==> src/common/rss_defs.svh <==
`ifndef RSS_DEFS_SVH
`define RSS_DEFS_SVH

// register byte addresses, one aligned word each
`define RSS_OFS_CMD 8'h00
`define RSS_OFS_MEMOP 8'h04
`define RSS_OFS_IMM 8'h08
`define RSS_OFS_WREG 8'h0C
`define RSS_OFS_FLAGS 8'h10
`define RSS_OFS_MEMRES 8'h14
`define RSS_OFS_STATUS 8'h18

// command word fields
`define RSS_CMD_OP_LSB 0
`define RSS_CMD_OP_MSB 4
`define RSS_CMD_BIT_LSB 8
`define RSS_CMD_BIT_MSB 10

// status word fields
`define RSS_STS_BUSY 0
`define RSS_STS_SKIP 1
`define RSS_STS_MEMWR 2
`define RSS_STS_CYC_LSB 4
`define RSS_STS_CYC_MSB 5

// instruction cycles with and without a taken skip
`define RSS_CYC_PLAIN 2'h1
`define RSS_CYC_SKIP 2'h2

`define RSS_BYTE_ONES 8'hFF
`define RSS_BYTE_ONE 8'h01
`define RSS_BYTE_ZERO 8'h00
`define RSS_FLAGS_RST 6'h00

`endif

==> src/common/rss_pkg.sv <==
package rss_pkg;

    typedef enum logic [4:0] {
        OP_ROTATE_LEFT_MEM,
        OP_ROTATE_LEFT_TO_WREG,
        OP_ROTATE_LEFT_THRU_FLAG,
        OP_ROTATE_LEFT_THRU_FLAG_TO_WREG,
        OP_ROTATE_RIGHT_MEM,
        OP_ROTATE_RIGHT_TO_WREG,
        OP_ROTATE_RIGHT_THRU_FLAG,
        OP_ROTATE_RIGHT_THRU_FLAG_TO_WREG,
        OP_SUBTRACT_WITH_BORROW,
        OP_SUBTRACT_WITH_BORROW_IMM,
        OP_BORROW_MINUS_INTO_MEM,
        OP_SUBTRACT,
        OP_SUBTRACT_IMM,
        OP_MINUS_INTO_MEM,
        OP_DECREMENT_SKIP_IF_NULL,
        OP_DECREMENT_SKIP_TO_WREG,
        OP_INCREMENT_SKIP_IF_NULL,
        OP_INCREMENT_SKIP_TO_WREG,
        OP_SET_BYTE,
        OP_SET_BIT,
        OP_SKIP_IF_NONNULL,
        OP_SKIP_IF_NONNULL_BIT
    } rss_op_type;

    typedef enum logic [1:0] {
        ST_IDLE,
        ST_EXEC,
        ST_DUMMY
    } rss_st_type;

    typedef struct packed {
        logic chainedNull;
        logic signedCarry;
        logic carry;
        logic halfCarry;
        logic zero;
        logic signedWrap;
    } rss_flags_type;

    typedef struct packed {
        rss_st_type st;
        logic [4:0] op;
        logic [2:0] bitSel;
        logic [7:0] memOp;
        logic [7:0] imm;
        logic [7:0] wreg;
        rss_flags_type flags;
        logic [7:0] memRes;
        logic memWrEn;
        logic skipNext;
        logic skipTaken;
        logic memWritten;
        logic dpValid;
        logic dpWrite;
        logic [7:0] dpAddr;
        logic rdReady;
        logic [31:0] hrdata;
    } rss_state_type;

endpackage : rss_pkg

==> src/logic/rss_alu.sv <==
`timescale 1ns/1ps
`include "rss_defs.svh"
// Behaviour
// (RULE_01) rotate memory left, bit 7 to 0
// (RULE_02) rotate left into working register only
// (RULE_03) rotate left through carry, write back
// (RULE_04) rotate left through carry into wreg
// (RULE_05) rotate memory right, bit 0 to 7
// (RULE_06) rotate right into working register only
// (RULE_07) rotate right through carry, write back
// (RULE_08) rotate right through carry into wreg
// (RULE_09) wreg minus memory minus inverted carry
// (RULE_10) carry clear when negative, else set
// (RULE_11) borrow subtract with immediate operand
// (RULE_12) borrow subtract result into memory
// (RULE_13) decrement memory, skip on zero
// (RULE_14) taken skip costs a dummy cycle
// (RULE_15) decrement into wreg, skip on zero
// (RULE_16) set whole memory byte to ones
// (RULE_17) set one selected memory bit
// (RULE_18) increment memory, skip on zero
// (RULE_19) increment into wreg, skip on zero
// (RULE_20) skip when byte or bit nonzero
// (RULE_21) plain subtract, wreg or memory target
module rss_alu (
    input wire logic clk_sys,
    input wire logic arst_n,
    input wire logic hsel,
    input wire logic [31:0] haddr,
    input wire logic [1:0] htrans,
    input wire logic hwrite,
    input wire logic [2:0] hsize,
    input wire logic [31:0] hwdata,
    input wire logic hready,
    output logic hreadyout,
    output logic hresp,
    output logic [31:0] hrdata,
    output logic memWrEn,
    output logic [7:0] memWrData,
    output logic skipNext,
    output logic dummyCycle
);

    // ------------------------------------------------------------
    // reset release
    // ------------------------------------------------------------
    logic [1:0] rstSync_reg;
    logic rstN;

    always_ff @(posedge clk_sys or negedge arst_n) begin
        if (!arst_n) begin
            rstSync_reg <= 2'h0;
        end else begin
            rstSync_reg <= {rstSync_reg[0], 1'b1};
        end
    end
    assign rstN = rstSync_reg[1];

    // ------------------------------------------------------------
    // state
    // ------------------------------------------------------------
    rss_pkg::rss_state_type s_reg;
    rss_pkg::rss_state_type s_next;

    logic idle;
    logic [7:0] m;
    logic [7:0] b;
    logic bin;
    logic [8:0] diff;
    logic [4:0] nib;
    logic [7:0] res;
    logic [7:0] bitMask;
    logic [31:0] rdVal;

    assign idle = (s_reg.st == rss_pkg::ST_IDLE);
    assign m = s_reg.memOp;
    assign bitMask = 8'h01 << s_reg.bitSel;

    // shared subtractor; immediate forms take imm, the rest memory
    always_comb begin
        b = m;
        bin = 1'b0;
        case (rss_pkg::rss_op_type'(s_reg.op))
            rss_pkg::OP_SUBTRACT_WITH_BORROW_IMM: begin
                b = s_reg.imm;
                bin = ~s_reg.flags.carry; // see (RULE_11)
            end
            rss_pkg::OP_SUBTRACT_WITH_BORROW,
            rss_pkg::OP_BORROW_MINUS_INTO_MEM: begin
                bin = ~s_reg.flags.carry; // see (RULE_09)
            end
            rss_pkg::OP_SUBTRACT_IMM: begin
                b = s_reg.imm; // see (RULE_21)
            end
            default: begin
                b = m;
            end
        endcase
        diff = {1'b0, s_reg.wreg} - {1'b0, b} - {8'h00, bin};
        nib = {1'b0, s_reg.wreg[3:0]} - {1'b0, b[3:0]} - {4'h0, bin};
        res = diff[7:0];
    end

    // ------------------------------------------------------------
    // read mux
    // ------------------------------------------------------------
    always_comb begin
        rdVal = 32'h0000_0000;
        if (s_reg.dpAddr == `RSS_OFS_CMD) begin
            rdVal[`RSS_CMD_OP_MSB:`RSS_CMD_OP_LSB] = s_reg.op;
            rdVal[`RSS_CMD_BIT_MSB:`RSS_CMD_BIT_LSB] = s_reg.bitSel;
        end else if (s_reg.dpAddr == `RSS_OFS_MEMOP) begin
            rdVal[7:0] = s_reg.memOp;
        end else if (s_reg.dpAddr == `RSS_OFS_IMM) begin
            rdVal[7:0] = s_reg.imm;
        end else if (s_reg.dpAddr == `RSS_OFS_WREG) begin
            rdVal[7:0] = s_reg.wreg;
        end else if (s_reg.dpAddr == `RSS_OFS_FLAGS) begin
            rdVal[5:0] = s_reg.flags;
        end else if (s_reg.dpAddr == `RSS_OFS_MEMRES) begin
            rdVal[7:0] = s_reg.memRes;
        end else if (s_reg.dpAddr == `RSS_OFS_STATUS) begin
            rdVal[`RSS_STS_BUSY] = ~idle;
            rdVal[`RSS_STS_SKIP] = s_reg.skipTaken;
            rdVal[`RSS_STS_MEMWR] = s_reg.memWritten;
            rdVal[`RSS_STS_CYC_MSB:`RSS_STS_CYC_LSB] =
                s_reg.skipTaken ? `RSS_CYC_SKIP : `RSS_CYC_PLAIN;
        end
    end

    // ------------------------------------------------------------
    // next state
    // ------------------------------------------------------------
    always_comb begin
        logic wr;
        logic toMem;
        logic toW;
        logic sub;
        logic skip;
        logic [7:0] r;
        wr = 1'b0;
        toMem = 1'b0;
        toW = 1'b0;
        sub = 1'b0;
        skip = 1'b0;
        r = m;
        s_next = s_reg;
        s_next.memWrEn = 1'b0;
        s_next.skipNext = 1'b0;

        // bus address phase; busy stalls writes so no command is lost
        if (hreadyout) begin
            s_next.dpValid = hsel & htrans[1] & hready;
            s_next.dpWrite = hwrite;
            s_next.dpAddr = {haddr[7:2], 2'b00};
            s_next.rdReady = 1'b0;
        end
        if (s_reg.dpValid && !s_reg.dpWrite && !s_reg.rdReady && idle) begin
            s_next.rdReady = 1'b1;
            s_next.hrdata = rdVal;
        end
        wr = s_reg.dpValid & s_reg.dpWrite & idle;
        if (wr) begin
            if (s_reg.dpAddr == `RSS_OFS_CMD) begin
                s_next.op = hwdata[`RSS_CMD_OP_MSB:`RSS_CMD_OP_LSB];
                s_next.bitSel = hwdata[`RSS_CMD_BIT_MSB:`RSS_CMD_BIT_LSB];
                s_next.st = rss_pkg::ST_EXEC;
            end else if (s_reg.dpAddr == `RSS_OFS_MEMOP) begin
                s_next.memOp = hwdata[7:0];
            end else if (s_reg.dpAddr == `RSS_OFS_IMM) begin
                s_next.imm = hwdata[7:0];
            end else if (s_reg.dpAddr == `RSS_OFS_WREG) begin
                s_next.wreg = hwdata[7:0];
            end else if (s_reg.dpAddr == `RSS_OFS_FLAGS) begin
                s_next.flags = hwdata[5:0];
            end
        end

        case (s_reg.st)
            rss_pkg::ST_EXEC: begin
                case (rss_pkg::rss_op_type'(s_reg.op))
                    rss_pkg::OP_ROTATE_LEFT_MEM: begin
                        r = {m[6:0], m[7]}; // see (RULE_01)
                        toMem = 1'b1;
                    end
                    rss_pkg::OP_ROTATE_LEFT_TO_WREG: begin
                        r = {m[6:0], m[7]}; // see (RULE_02)
                        toW = 1'b1;
                    end
                    rss_pkg::OP_ROTATE_LEFT_THRU_FLAG: begin
                        r = {m[6:0], s_reg.flags.carry}; // see (RULE_03)
                        s_next.flags.carry = m[7];
                        toMem = 1'b1;
                    end
                    rss_pkg::OP_ROTATE_LEFT_THRU_FLAG_TO_WREG: begin
                        r = {m[6:0], s_reg.flags.carry}; // see (RULE_04)
                        s_next.flags.carry = m[7];
                        toW = 1'b1;
                    end
                    rss_pkg::OP_ROTATE_RIGHT_MEM: begin
                        r = {m[0], m[7:1]}; // see (RULE_05)
                        toMem = 1'b1;
                    end
                    rss_pkg::OP_ROTATE_RIGHT_TO_WREG: begin
                        r = {m[0], m[7:1]}; // see (RULE_06)
                        toW = 1'b1;
                    end
                    rss_pkg::OP_ROTATE_RIGHT_THRU_FLAG: begin
                        r = {s_reg.flags.carry, m[7:1]}; // see (RULE_07)
                        s_next.flags.carry = m[0];
                        toMem = 1'b1;
                    end
                    rss_pkg::OP_ROTATE_RIGHT_THRU_FLAG_TO_WREG: begin
                        r = {s_reg.flags.carry, m[7:1]}; // see (RULE_08)
                        s_next.flags.carry = m[0];
                        toW = 1'b1;
                    end
                    rss_pkg::OP_SUBTRACT_WITH_BORROW,
                    rss_pkg::OP_SUBTRACT_WITH_BORROW_IMM,
                    rss_pkg::OP_SUBTRACT,
                    rss_pkg::OP_SUBTRACT_IMM: begin
                        r = res; // see (RULE_09) (RULE_11) (RULE_21)
                        sub = 1'b1;
                        toW = 1'b1;
                    end
                    rss_pkg::OP_BORROW_MINUS_INTO_MEM,
                    rss_pkg::OP_MINUS_INTO_MEM: begin
                        r = res; // see (RULE_12) (RULE_21)
                        sub = 1'b1;
                        toMem = 1'b1;
                    end
                    rss_pkg::OP_DECREMENT_SKIP_IF_NULL: begin
                        r = m - `RSS_BYTE_ONE; // see (RULE_13)
                        skip = (r == `RSS_BYTE_ZERO);
                        toMem = 1'b1;
                    end
                    rss_pkg::OP_DECREMENT_SKIP_TO_WREG: begin
                        r = m - `RSS_BYTE_ONE; // see (RULE_15)
                        skip = (r == `RSS_BYTE_ZERO);
                        toW = 1'b1;
                    end
                    rss_pkg::OP_INCREMENT_SKIP_IF_NULL: begin
                        r = m + `RSS_BYTE_ONE; // see (RULE_18)
                        skip = (r == `RSS_BYTE_ZERO);
                        toMem = 1'b1;
                    end
                    rss_pkg::OP_INCREMENT_SKIP_TO_WREG: begin
                        r = m + `RSS_BYTE_ONE; // see (RULE_19)
                        skip = (r == `RSS_BYTE_ZERO);
                        toW = 1'b1;
                    end
                    rss_pkg::OP_SET_BYTE: begin
                        r = `RSS_BYTE_ONES; // see (RULE_16)
                        toMem = 1'b1;
                    end
                    rss_pkg::OP_SET_BIT: begin
                        r = m | bitMask; // see (RULE_17)
                        toMem = 1'b1;
                    end
                    rss_pkg::OP_SKIP_IF_NONNULL: begin
                        skip = (m != `RSS_BYTE_ZERO); // see (RULE_20)
                    end
                    rss_pkg::OP_SKIP_IF_NONNULL_BIT: begin
                        skip = ((m & bitMask) != `RSS_BYTE_ZERO); // see (RULE_20)
                    end
                    default: begin
                        skip = 1'b0;
                    end
                endcase
                if (sub) begin
                    s_next.flags.carry = ~diff[8]; // see (RULE_10)
                    s_next.flags.halfCarry = ~nib[4];
                    s_next.flags.zero = (res == `RSS_BYTE_ZERO);
                    s_next.flags.signedWrap = (s_reg.wreg[7] != b[7]) &&
                        (res[7] != s_reg.wreg[7]);
                    s_next.flags.signedCarry = res[7] ^ s_next.flags.signedWrap;
                    // chained zero keeps multi-byte zero across borrow chains
                    s_next.flags.chainedNull = (res == `RSS_BYTE_ZERO) &&
                        ((s_reg.op >= rss_pkg::OP_SUBTRACT) || s_reg.flags.chainedNull);
                end
                if (toW) begin
                    s_next.wreg = r;
                end
                s_next.memWrEn = toMem;
                s_next.memWritten = toMem;
                if (toMem) begin
                    s_next.memRes = r;
                    s_next.memOp = r;
                end
                s_next.skipNext = skip;
                s_next.skipTaken = skip;
                s_next.st = skip ? rss_pkg::ST_DUMMY : rss_pkg::ST_IDLE; // see (RULE_14)
            end
            rss_pkg::ST_DUMMY: begin
                s_next.st = rss_pkg::ST_IDLE;
            end
            default: begin
            end
        endcase
    end

    always_ff @(posedge clk_sys or negedge rstN) begin
        if (!rstN) begin
            s_reg <= '{st: rss_pkg::ST_IDLE, flags: `RSS_FLAGS_RST, default: '0};
        end else begin
            s_reg <= s_next;
        end
    end

    // ------------------------------------------------------------
    // outputs
    // ------------------------------------------------------------
    // reads wait one cycle so hrdata comes from a flop
    assign hreadyout = !s_reg.dpValid || (s_reg.dpWrite ? idle : s_reg.rdReady);
    assign hresp = 1'b0;
    assign hrdata = s_reg.hrdata;
    assign memWrEn = s_reg.memWrEn;
    assign memWrData = s_reg.memRes;
    assign skipNext = s_reg.skipNext;
    assign dummyCycle = (s_reg.st == rss_pkg::ST_DUMMY);

    logic ex;
    logic [4:0] xop;
    assign ex = (s_reg.st == rss_pkg::ST_EXEC);
    assign xop = s_reg.op;
endmodule : rss_alu

==> config.mk <==
export PLATFORM = sky130hd
export DESIGN_NAME = rss_alu
export DESIGN_NICKNAME = d
export VERILOG_FILES = /design/src/common/rss_pkg.sv /design/src/logic/rss_alu.sv
export VERILOG_INCLUDE_DIRS = /design/src /design/src/common
export SDC_FILE = /design/constraint.sdc
export NUM_CORES = 1
export LEC_CHECK = 0
export BUFFER_PORTS_ARGS = -buffer_cell sky130_fd_sc_hd__buf_2
export CAP_MARGIN = 30
export CORE_MARGIN = 10
export CORE_UTILIZATION = 51
export CTS_BUF_LIST = sky130_fd_sc_hd__clkbuf_16
export CTS_CLUSTER_SIZE = 12
export DETAILED_ROUTE_END_ITERATION = 12
export GPL_TIMING_DRIVEN = 0
export PLACE_DENSITY = 0.74
export SKIP_LAST_GASP = 1
export SLEW_MARGIN = 10
export SYNTH_ARGS = -nofsm -noshare
export SYNTH_HDL_FRONTEND = slang
export SYNTH_SLANG_ARGS = --single-unit
==> constraint.sdc <==
create_clock -name clk_sys -period 2.4 [get_ports clk_sys]
set_input_delay 0.48 -clock clk_sys [delete_from_list [all_inputs] [get_ports clk_sys]]
set_output_delay 0.48 -clock clk_sys [all_outputs]
set_load 0.05 [all_outputs]
# Word-level counts from Yosys, hierarchy flattened
# Cells that the tools add are included.
word_totals:
  regBits: 74
  in_bits: 74
  out_inout_bits: 45
op_classes:
  order_cmp: 1
  reduce_logical: 36
  shift: 1
  bitwise_logic: 13
  addsub: 6
  n_mux: 48
  eq_ne: 31
ops:
  columns: ["op", "n"]
  rows:
  - ["2-to-1 mux 8 bit", 11]
  - ["case mux 8 bit (9 select lines)", 1]
  - ["== test 5 x 4 -> 1 bit, second input constant", 8]
  - ["2-to-1 mux 40 bit", 1]
  - ["2-to-1 mux 33 bit", 1]
  - ["logical NOT 8 bit", 4]
  - ["== test 5 bit, second input constant", 6]
  - ["2-to-1 mux 30 bit", 1]
  - ["2-to-1 mux 26 bit", 1]
  - ["2-to-1 mux 6 bit", 4]
  - ["2-to-1 mux 22 bit", 1]
  - ["== test 5 x 3 -> 1 bit, second input constant", 4]
  - ["OR reduction 10 bit", 2]
  - ["== test 6 x 3 -> 1 bit, second input constant", 3]
  - ["nonzero test 8 bit", 2]
  - ["2-to-1 mux 14 bit", 1]
  - ["OR reduction 2 bit", 7]
  - ["== test 6 x 2 -> 1 bit, second input constant", 2]
  - ["2-to-1 mux 2 bit", 6]
  - ["2-to-1 mux 3 bit", 4]
  - ["2-to-1 mux 1 bit", 11]
  - ["== test 5 x 2 -> 1 bit, second input constant", 2]
  - ["2-to-1 mux 10 bit", 1]
  - ["subtractor 8 x 8 -> 9 bit", 1]
  - ["other kinds (32)", 51]

# Longest topological paths before layout
# Gate-level depths: netlist (run 1).
logic_depth:
  word_depth: 10
  depth_mapped: 13
  mapped_depth_nobuf: 11

# Worst setup path before layout (run 1)
# Ideal clock, no wire load.
synth_timing:
  kind: "reg-to-reg"
  start: "reg s_reg (netlist bit xop[4])"
  end: "reg s_reg (netlist bit m[3])"
  synth_period_minus_slack_ns: 3.687
  arrival_ns: 3.540
  setup_ns: 0.147
  setup_slack_ns: -1.287
  path_buffers: 2
  stages_incl_launch_ff: 14
  t_required_ns: 2.253
  cell_sequence: "dfrtp_1 -> buf_2 -> nand2b_1 -> or3_1 -> clkbuf_1 -> mux2_2 -> fa_1 -> inv_1 -> ha_1 -> o21a_1 -> or3_1 -> and3_1 -> a2111oi_0 -> o21ai_0"
synth_lines:
  columns: ["item", "line", "rtl"]
  rows:
  - ["start: declaration", "rss_alu.sv:62", "rss_pkg::rss_state_type s_reg;"]
  - ["start signal: assignment", "rss_alu.sv:306", "s_reg <= s_next;"]

==> flow_metrics.tcl, run 1 <==
set metrics [dict create \
    status "finished, violations left" \
    violations "negative setup slack" \
    dr_total_vias 5647 \
    cts.path.max_buffers 2 \
    synth_cell_type_count 75 \
    track_usage_pct 24.25 \
    drv_cap 0 \
    crit_buf_inv 4 \
    hold_ws_ns 0.2008 \
    portBuffers 45 \
    final_area_sq_um 7308 \
    clockRootBuffer "clkbuf_16" \
    dp_cells 870 \
    slew_violations 0 \
    p_leak_nw 3.230 \
    utilization_pct 66.25 \
    slew_headroom_pct 29.66 \
    cp.required_ns 2.66 \
    vias_per_cell 6.205 \
    synthTopCellsByArea "dfrtp_1 32%, mux2_2 8.7%, buf_4 5.5%" \
    netlist.area_leader.share_pct 31.75 \
    worst_setup_path_end_kind "register" \
    antenna_found_initial 0 \
    numCtsBuffers 9 \
    dp_hpwl_um 14360 \
    gp_congestion 1.000 \
    setup_viol 30 \
    avgSynthCellArea_sq_um 8.796 \
    place_ws_ns -1.302 \
    core_area_sq_um 11030 \
    syn_area_sq_um 5832 \
    cts.htree.levels 3 \
    fin_crit_sh_pct 151.3 \
    drt_first_iter_violations 702 \
    clk_pin_slew_worst_paths_ns 0.06 \
    cp_data_arrival_time_ns 3.89 \
    final_cell_count_no_fill 910 \
    wire_per_inst_um 22.13 \
    ys_seq_area_share_pct 31.75 \
    ys_top_cells_by_count "74 x dfrtp_1, 69 x nand2_1, 54 x o21ai_0, 45 x mux2_2, 43 x buf_4" \
    final_nets 863 \
    grt_max_degree 57 \
    n_antenna_cell 0 \
    rsz0062_at_grt "yes" \
    drive_above_1_share_pct 34.03 \
    cp_top_family "simple AND/OR/NAND/NOR gates" \
    clk_latency_ns 0.35 \
    clock-sinks 74 \
    ys_async_sr_fraction_pct 100.0 \
    synth_flop_cell "dfrtp_1" \
    antenna_left 0 \
    synth_edf_count 0 \
    wl_um 20140 \
    tritoncts "done" \
    start_kind "register" \
    hold_violations 0 \
    first_global_vias 5518 \
    syn_inst 663 \
    largest_reg_flops 38 \
    path_max_fanout 3 \
    clock_skew_ns 0.007208 \
    io_pins 119 \
    critPathKind "reg2reg" \
    critPathMaxStageDelay_ns 0.50 \
    p_per_area_nw_per_um2 1508 \
    start_util_pct 52.87 \
    period_minus_slack_ns 3.631 \
    synth_top_area_cell "dfrtp_1" \
    path_cells "buf_6, nand2b_4, or3_4, buf_6, buf_6, mux2_4, ha_4, inv_2, ha_4, or4b_4, o221a_4, or3_4, and2_4, o31ai_4" \
    route.detailed.drc 0 \
    fp.dieW_um 126.9 \
    drtPass1Iterations 5 \
    grt-ovfl-total 0 \
    max_freq_mhz 275.4 \
    ys_seq_elements 74 \
    dieArea_sq_um 16110 \
    die_h_um 126.9 \
    power.total_mw 11.02 \
    dpl_cell_area_sq_um 6436 \
    setup_tns_ns -29.76 \
    min_path_type "reg2async" \
    grt_pass1_wl_um 31110 \
    area_delta_synth_final_pct 25.32 \
    cpMostUsedCell "buf_6" \
    worst_pin_slew_ns 1.052 \
    rows 38 \
    slowest_stage "or4b_4" \
    yosysWarnings 0 \
    worst_slack_ns -1.231 \
    ir_drop_mv 1.307 \
    yosysMostFrequentCell "dfrtp_1" \
]
-- metal layers --
layer  vias up  share of wire [%]  global-route usage (%)
met5         -                  0                       0
met4         0                3.5                   8.171
met3        73                9.8                   7.455
met2       332                 46                   39.00
met1      2713                 41                   30.18
li1       2529                  -                       -
-- what timing repair did --
item	CTS	global route
pin swaps	22	25
endpoints found under the setup margin	34	44
resized for setup	56	27
buffers inserted	11	12
endpoints found under the hold margin	2	0
hold buffers	1	0
-- placed cells by master, fill, tap and decap left out, types with 7 or more instances in the layout --
| cell type | synthesis | layout |
|---|---|---|
| a21oi_1 | 22 | 16 |
| a31oi_1 | 7 | 7 |
| buf_2 | 15 | 57 |
| buf_4 | 43 | 62 |
| clkbuf_1 | 22 | 19 |
| clkbuf_16 | 0 | 9 |
| conb_1 | 2 | 23 |
| dfrtp_1 | 74 | 71 |
| ha_1 | 22 | 15 |
| inv_1 | 38 | 35 |
| mux2_2 | 45 | 42 |
| mux2i_1 | 16 | 16 |
| nand2_1 | 69 | 68 |
| nand3_1 | 15 | 13 |
| nor2_1 | 37 | 36 |
| nor2b_1 | 10 | 10 |
| nor3_1 | 7 | 7 |
| nor3b_1 | 7 | 7 |
| o21ai_0 | 54 | 36 |
| o21ai_1 | 0 | 13 |
| o31ai_1 | 8 | 7 |
| xnor2_1 | 11 | 10 |
-- layout make-up --
type | instances | area (sq um)
inverters | 39 | 146.4
clock buffers | 9 | 225.2
fillers | 919 | 3722
repair buffers | 71 | 470.5
plain buffers | 82 | 523.0
well taps | 140 | 175.2
flip-flops and latches | 74 | 1858
clock inverters | 7 | 86.33
multi-input cells | 488 | 3824
-- final timing paths --
path                       cells after the start  slack [ns]            from        end
max reg2reg                                   14       -1.23          xop[4]  s_reg[60]
min in group clk_sys                           3        0.34       hwdata[8]  s_reg[85]
min                                            0        0.20  rstSync_reg[1]  s_reg[63]
min reg2reg                                    0        0.20  rstSync_reg[1]  s_reg[63]
max in group asynchronous                      1        1.63  rstSync_reg[1]       m[0]
max                                           14       -1.23          xop[4]  s_reg[60]
-- where the power goes --
group          internal [mW]  switching [mW]  total (mW)
sequential              1.61           0.375        1.99
combinational           3.20            4.40        7.59
clock                  0.899           0.540        1.44
-- logic make-up (layout without fill, tap and decap cells) --
kind of cell	after synthesis	in the layout	synth area share [%]
flip-flops	74	74	31.75
other	2	23	0.1288
AO/OA/AOI/OAI	166	166	18.92
adder cells (fa/ha/maj)	24	24	5.407
buffers and inverters	122	208	10.94
AND/OR/NAND/NOR	195	195	18.24
XOR/XNOR	17	17	2.789
multiplexers	63	63	11.82
(Power assumes the default switching activity.)
==> inputs of run 2 (changes only) <==
--- a/config.mk
+++ b/config.mk
@@ -8,6 +8,7 @@
 export LEC_CHECK = 0
 export BUFFER_PORTS_ARGS = -buffer_cell sky130_fd_sc_hd__buf_2
 export CAP_MARGIN = 30
+export CORE_ASPECT_RATIO = 1.1
 export CORE_MARGIN = 10
 export CORE_UTILIZATION = 51
 export CTS_BUF_LIST = sky130_fd_sc_hd__clkbuf_16
==> run 2 against run 1 <==
The flow still finishes with violations (negative setup slack); worst hold slack better by 0.037 ns; critical path depth unchanged; first-iteration DRC count increased by 9.0%; via count up 1.2%; sequential share of layout area fell by 0.31 points; sequential power hardly changed; register-to-register slack better by 0.02 ns; cell area rose by 1.3%; final cell count up 1.9%.
==> flow_metrics.tcl, run 2 (synthesis gave the netlist of run 1 again) <==
set metrics [dict create \
    start_kind "register" \
    area_delta_synth_final_pct 26.95 \
    clock-sinks 74 \
    final_cell_mix "72 x buf_4, 70 x dfrtp_1, 67 x nand2_1, 56 x buf_2, 42 x mux2_2" \
    final_area_sq_um 7403 \
    r2r_cells 14 \
    io_pins 119 \
    wire_per_inst_um 22.57 \
    cts.htree.levels 3 \
    grt_max_degree 50 \
    grt_pass1_wl_um 32080 \
    route.detailed.drc 0 \
    slew_headroom_pct 26.91 \
    cp_data_arrival_time_ns 3.86 \
    dr_total_vias 5712 \
    p_per_area_nw_per_um2 1537 \
    portBuffers 45 \
    n_antenna_cell 0 \
    drive_above_1_share_pct 35.00 \
    path_max_fanout 5 \
    antenna_left 0 \
    antenna_found_initial 0 \
    track_usage_pct 25.12 \
    dp_cells 877 \
    clk_pin_slew_worst_paths_ns 0.07 \
    slew_violations 0 \
    status "finished, violations left" \
    cts.path.max_buffers 2 \
    first_global_vias 5739 \
    clock_skew_ns 0.01132 \
    setup_viol 31 \
    timing.rr.start "xop[4]" \
    critPathKind "reg2reg" \
    die_h_um 132.2 \
    dpl_cell_area_sq_um 6445 \
    worst_pin_slew_ns 1.096 \
    gp_congestion 0.9414 \
    drv_cap 0 \
    rows 40 \
    ir_drop_mv 1.410 \
    clk_latency_ns 0.36 \
    final_cell_count_no_fill 927 \
    max_freq_mhz 277.2 \
    rsz0062_at_grt "yes" \
    cp.required_ns 2.66 \
    drtPass1Iterations 7 \
    drt_first_iter_violations 765 \
    utilization_pct 66.93 \
    setup_tns_ns -28.81 \
    tritoncts "done" \
    violations "negative setup slack" \
    dp_hpwl_um 14210 \
    worst_setup_path_end_kind "register" \
    fin_crit_sh_pct 150.3 \
    vias_per_cell 6.162 \
    place_ws_ns -1.318 \
    largest_reg_flops 38 \
    numCtsBuffers 9 \
    worst_slack_ns -1.208 \
    start_util_pct 52.73 \
    layout_commonest_cell "buf_4" \
    dieArea_sq_um 16120 \
    final_nets 873 \
    hold_violations 0 \
    wl_um 20920 \
    fp.dieW_um 122.0 \
    core_area_sq_um 11060 \
    p_leak_nw 3.298 \
    regToRegSetupSlack_ns -1.21 \
    grt-ovfl-total 0 \
    clockRootBuffer "clkbuf_16" \
    r2r_end "s_reg[55]" \
    fillers 868 \
    min_path_type "reg2async" \
    period_minus_slack_ns 3.608 \
]
run 2: cell types whose count changed in the layout (fill, tap and decap cells not counted), moves of 2 or more:
cell,previous run,this run
xnor2_2,0,5
a21oi_2,5,2
ha_1,15,17
buf_6,6,9
clkbuf_8,2,0
xnor2_1,10,6
ha_2,2,0
a21oi_1,16,19
buf_4,62,72
run 2: stage by stage:
| step | power [mW] | hold WS (ns) |
|---|---|---|
| 2_1_floorplan | 6.252 | 0.1844 |
| 3_3_place_gp | 7.642 | 0.2656 |
| 3_5_place_dp | 7.754 | 0.2446 |
| 4_1_cts | 10.47 | 0.2531 |
| 5_1_grt | 11.89 | 0.2724 |
| 6_report | 11.38 | 0.2382 |
run 2: area by class of cell:
| class | instances | area [sq um] | share of cell area (%) |
|---|---|---|---|
| Buffer | 81 | 503.0 | 6.794 |
| Multi-Input combinational cell | 488 | 3822 | 51.63 |
| Inverter | 39 | 148.9 | 2.011 |
| Tap cell | 147 | 183.9 | 2.484 |
| Sequential cell | 74 | 1859 | 25.11 |
| Clock buffer | 9 | 225.2 | 3.042 |
| Timing Repair Buffer | 82 | 566.8 | 7.656 |
| Clock inverter | 7 | 93.84 | 1.268 |
run 2: layer usage:
| metal | vias to the layer above | track usage [%] | share of wire, % |
|---|---|---|---|
| li1 | 2554 | - | - |
| met5 | - | 0 | 0 |
| met2 | 357 | 39.62 | 47 |
| met4 | 0 | 14.26 | 5.2 |
| met3 | 99 | 4.927 | 10 |
| met1 | 2702 | 30.97 | 38 |
run 2: timing repair:
action                                 4_1_cts  5_1_grt
setup endpoints to repair                   34       46
pin swaps                                   31       19
resized for setup                           58       25
setup buffers                               16       19
endpoints found under the hold margin        2        0
hold buffers                                 1        0
run 2: how the worst max path moves through the flow:
| stage | slack, ns | cells past startpoint | from | to |
|---|---|---|---|---|
| after global placement | -1.29 | 13 | xop[0] | m[3] |
| after CTS | -1.27 | 14 | xop[0] | s_reg[64] |
| after floorplan | -1.0 | 13 | xop[0] | s_reg[60] |
| after detailed placement | -1.32 | 13 | xop[0] | m[3] |
| final | -1.21 | 14 | xop[4] | s_reg[55] |
| after global routing | -1.32 | 14 | xop[4] | s_reg[55] |
run 2: worst max-delay path, stage by stage, from the launching register on:
cell and delay, ns:
dfrtp_1 0.38, buf_6 0.13, nand2b_4 0.14, or3_4 0.41, buf_6 0.14, mux2_4 0.31
ha_4 0.26, inv_2 0.03, ha_4 0.16, or4b_4 0.53, o221a_4 0.26, buf_6 0.13
nor2_4 0.11, xnor3_1 0.27, o31ai_1 0.26
run 2: power breakdown:
group / internal, mW / total [mW] / leakage (nW) / switching [mW]
combinational: 3.33 / 7.87 / 2.26 / 4.55
clock: 0.911 / 1.51 / 0.157 / 0.601
sequential: 1.61 / 2.00 / 0.881 / 0.386
==> inputs of run 3 (changes only) <==
--- a/config.mk
+++ b/config.mk
@@ -10,12 +10,12 @@
 export CAP_MARGIN = 30
 export CORE_ASPECT_RATIO = 1.1
 export CORE_MARGIN = 10
-export CORE_UTILIZATION = 51
+export CORE_UTILIZATION = 61
 export CTS_BUF_LIST = sky130_fd_sc_hd__clkbuf_16
 export CTS_CLUSTER_SIZE = 12
 export DETAILED_ROUTE_END_ITERATION = 12
 export GPL_TIMING_DRIVEN = 0
-export PLACE_DENSITY = 0.74
+export PLACE_DENSITY = 0.83
 export SKIP_LAST_GASP = 1
 export SLEW_MARGIN = 10
 export SYNTH_ARGS = -nofsm -noshare
==> constraint.sdc (replaced) <==
create_clock -name clk_sys -period 4.45 [get_ports clk_sys]
set_input_delay 0.89 -clock clk_sys [delete_from_list [all_inputs] [get_ports clk_sys]]
set_output_delay 0.89 -clock clk_sys [all_outputs]
set_load 0.05 [all_outputs]
==> run 3 against run 2 <==
The flow now finishes without violations; fmax shrank 13%; register-to-register slack better by 1.5 ns; global-route usage up 1.3 points; clock-buffer cell count stayed put; highest routed layer unchanged.
==> flow_metrics.tcl, run 3 (synthesis gave the netlist of run 1 again) <==
set metrics [dict create \
    status "finished, final reports clean" \
    p_per_area_nw_per_um2 743.6 \
    path_cells "buf_2, nand2b_1, or3_1, mux2_2, fa_1, inv_1, ha_1, o21a_1, or3_1, and3_1, a2111oi_4, o21ai_0" \
    dpl_cell_area_sq_um 6315 \
    antenna_left 0 \
    track_usage_pct 26.47 \
    max_freq_mhz 239.8 \
    clk_latency_ns 0.34 \
    grt-ovfl-total 0 \
    min_path_type "reg2async" \
    wl_um 18780 \
    antenna_found_initial 0 \
    tritoncts "done" \
    p_leak_nw 3.012 \
    portBuffers 45 \
    drive_above_1_share_pct 24.30 \
    final_nets 838 \
    n_antenna_cell 0 \
    layout_commonest_cell "dfrtp_1" \
    io_pins 119 \
    start_util_pct 62.36 \
    slew_headroom_pct 29.92 \
    setup_viol 0 \
    grt_pass1_wl_um 29040 \
    numCtsBuffers 9 \
    clock_skew_ns 0.01027 \
    gp_congestion 1.015 \
    drt_first_iter_violations 650 \
    wire_per_inst_um 21.79 \
    critPathKind "reg2reg" \
    worstSetupStartpoint "xop[4]" \
    start_kind "register" \
    area_delta_synth_final_pct 13.99 \
    dp_hpwl_um 14050 \
    cp.required_ns 4.64 \
    final_cell_count_no_fill 862 \
    critPathMaxStageDelay_ns 0.56 \
    drtPass1Iterations 6 \
    path_max_fanout 10 \
    grt_max_degree 47 \
    cp_data_arrival_time_ns 4.36 \
    slowest_stage "or3_1" \
    clock-sinks 74 \
    rows 37 \
    post_cts_buffers 0 \
    fin_crit_sh_pct 93.70 \
    timing.rr.start "xop[4]" \
    period_minus_slack_ns 4.170 \
    crit_buf_inv 2 \
    first_global_vias 5203 \
    cts.path.max_buffers 2 \
    hold_violations 0 \
    dr_total_vias 5525 \
    cts.htree.levels 3 \
    core_area_sq_um 9351 \
    fp.dieW_um 113.2 \
    ir_drop_mv 0.4208 \
    worst_setup_path_end_kind "register" \
    final_cell_mix "73 x dfrtp_1, 69 x nand2_1, 60 x buf_2, 54 x o21ai_0, 45 x mux2_2" \
    die_h_um 122.6 \
    final_area_sq_um 6648 \
    rsz0062_at_grt "no" \
    worst_pin_slew_ns 1.048 \
    clk_pin_slew_worst_paths_ns 0.07 \
    dp_cells 847 \
    cts_hold_buf 0 \
    cp_top_family "simple AND/OR/NAND/NOR gates" \
    cpMostUsedCell "or3_1" \
    route.detailed.drc 0 \
    vias_per_cell 6.410 \
    clockRootBuffer "clkbuf_16" \
    drv_cap 0 \
    utilization_pct 71.09 \
    dieArea_sq_um 13880 \
    slew_violations 0 \
    largest_reg_flops 38 \
]
[run 3: cell count changes in the layout (fill, tap and decap cells not counted), moves of 5 or more]
cell / delta
buf_4: -29
buf_6: -9
ha_1: +5
ha_4: -5
inv_1: +5
o21ai_0: +17
o21ai_1: -12
xnor2_1: +5
xnor2_2: -5
[run 3: worst paths after layout]
path | end | slack (ns) | cells after the start
setup / recovery | m[3] | 0.28 | 12
hold / removal | s_reg[72] | 0.26 | 0
setup reg to reg | m[3] | 0.28 | 12
hold reg to reg | s_reg[72] | 0.26 | 0
max in group asynchronous | hrdata[9] | 3.62 | 1
min in group clk_sys | rstSync_reg[1] | 0.37 | 0
[run 3: layer usage]
| metal | share of wire (%) | up-vias | GRT usage, % |
|---|---|---|---|
| met2 | 46 | 331 | 41.57 |
| met4 | 4.2 | 0 | 11.35 |
| li1 | - | 2483 | - |
| met5 | 0 | - | 0 |
| met3 | 10 | 65 | 8.199 |
| met1 | 39 | 2646 | 33.08 |
[run 3: timing repair]
| item | in CTS | in global routing |
|---|---|---|
| endpoints found under the hold margin | 0 | 0 |
| gates resized for setup | 1 | 2 |
| setup endpoints to repair | 3 | 6 |
| gates cloned | 0 | 0 |
[run 3: per-stage QoR]
stage                     setup WS, ns  hold WS [ns]  power (mW)  setup TNS [ns]
final                           0.2802        0.2588       4.943               0
after global routing            0.1017        0.2805       5.221               0
after CTS                      0.06137        0.2745       4.838               0
after detailed placement       -0.1993        0.2638       4.027         -0.4949
after global placement         -0.4671        0.3432       3.963          -1.326
after floorplan                 0.7631        0.3312       3.226               0
[run 3: layout make-up]
cell class	instances	area, sq um
inverters	39	146.4
clock inverters	7	93.84
repair buffers	46	252.7
fillers	756	2704
multi-input cells	488	3440
plain buffers	82	488.0
clock buffers	9	225.2
flip-flops and latches	74	1856
well taps	117	146.4
[run 3: where the power goes]
group          internal, mW  switching, mW  total, mW
clock network         0.491          0.302      0.793
registers             0.868          0.205       1.07
logic                  1.14           1.94       3.08
total                  2.50           2.45       4.94
[run 3: worst register-to-register path, cell delays in order, from the launching register on]
cell and delay [ns]:
dfrtp_1 0.38, buf_2 0.18, nand2b_1 0.26, or3_1 0.57, mux2_2 0.38, fa_1 0.55, inv_1 0.06, ha_1 0.17
o21a_1 0.21, or3_1 0.37, and3_1 0.26, a2111oi_4 0.44, o21ai_0 0.20
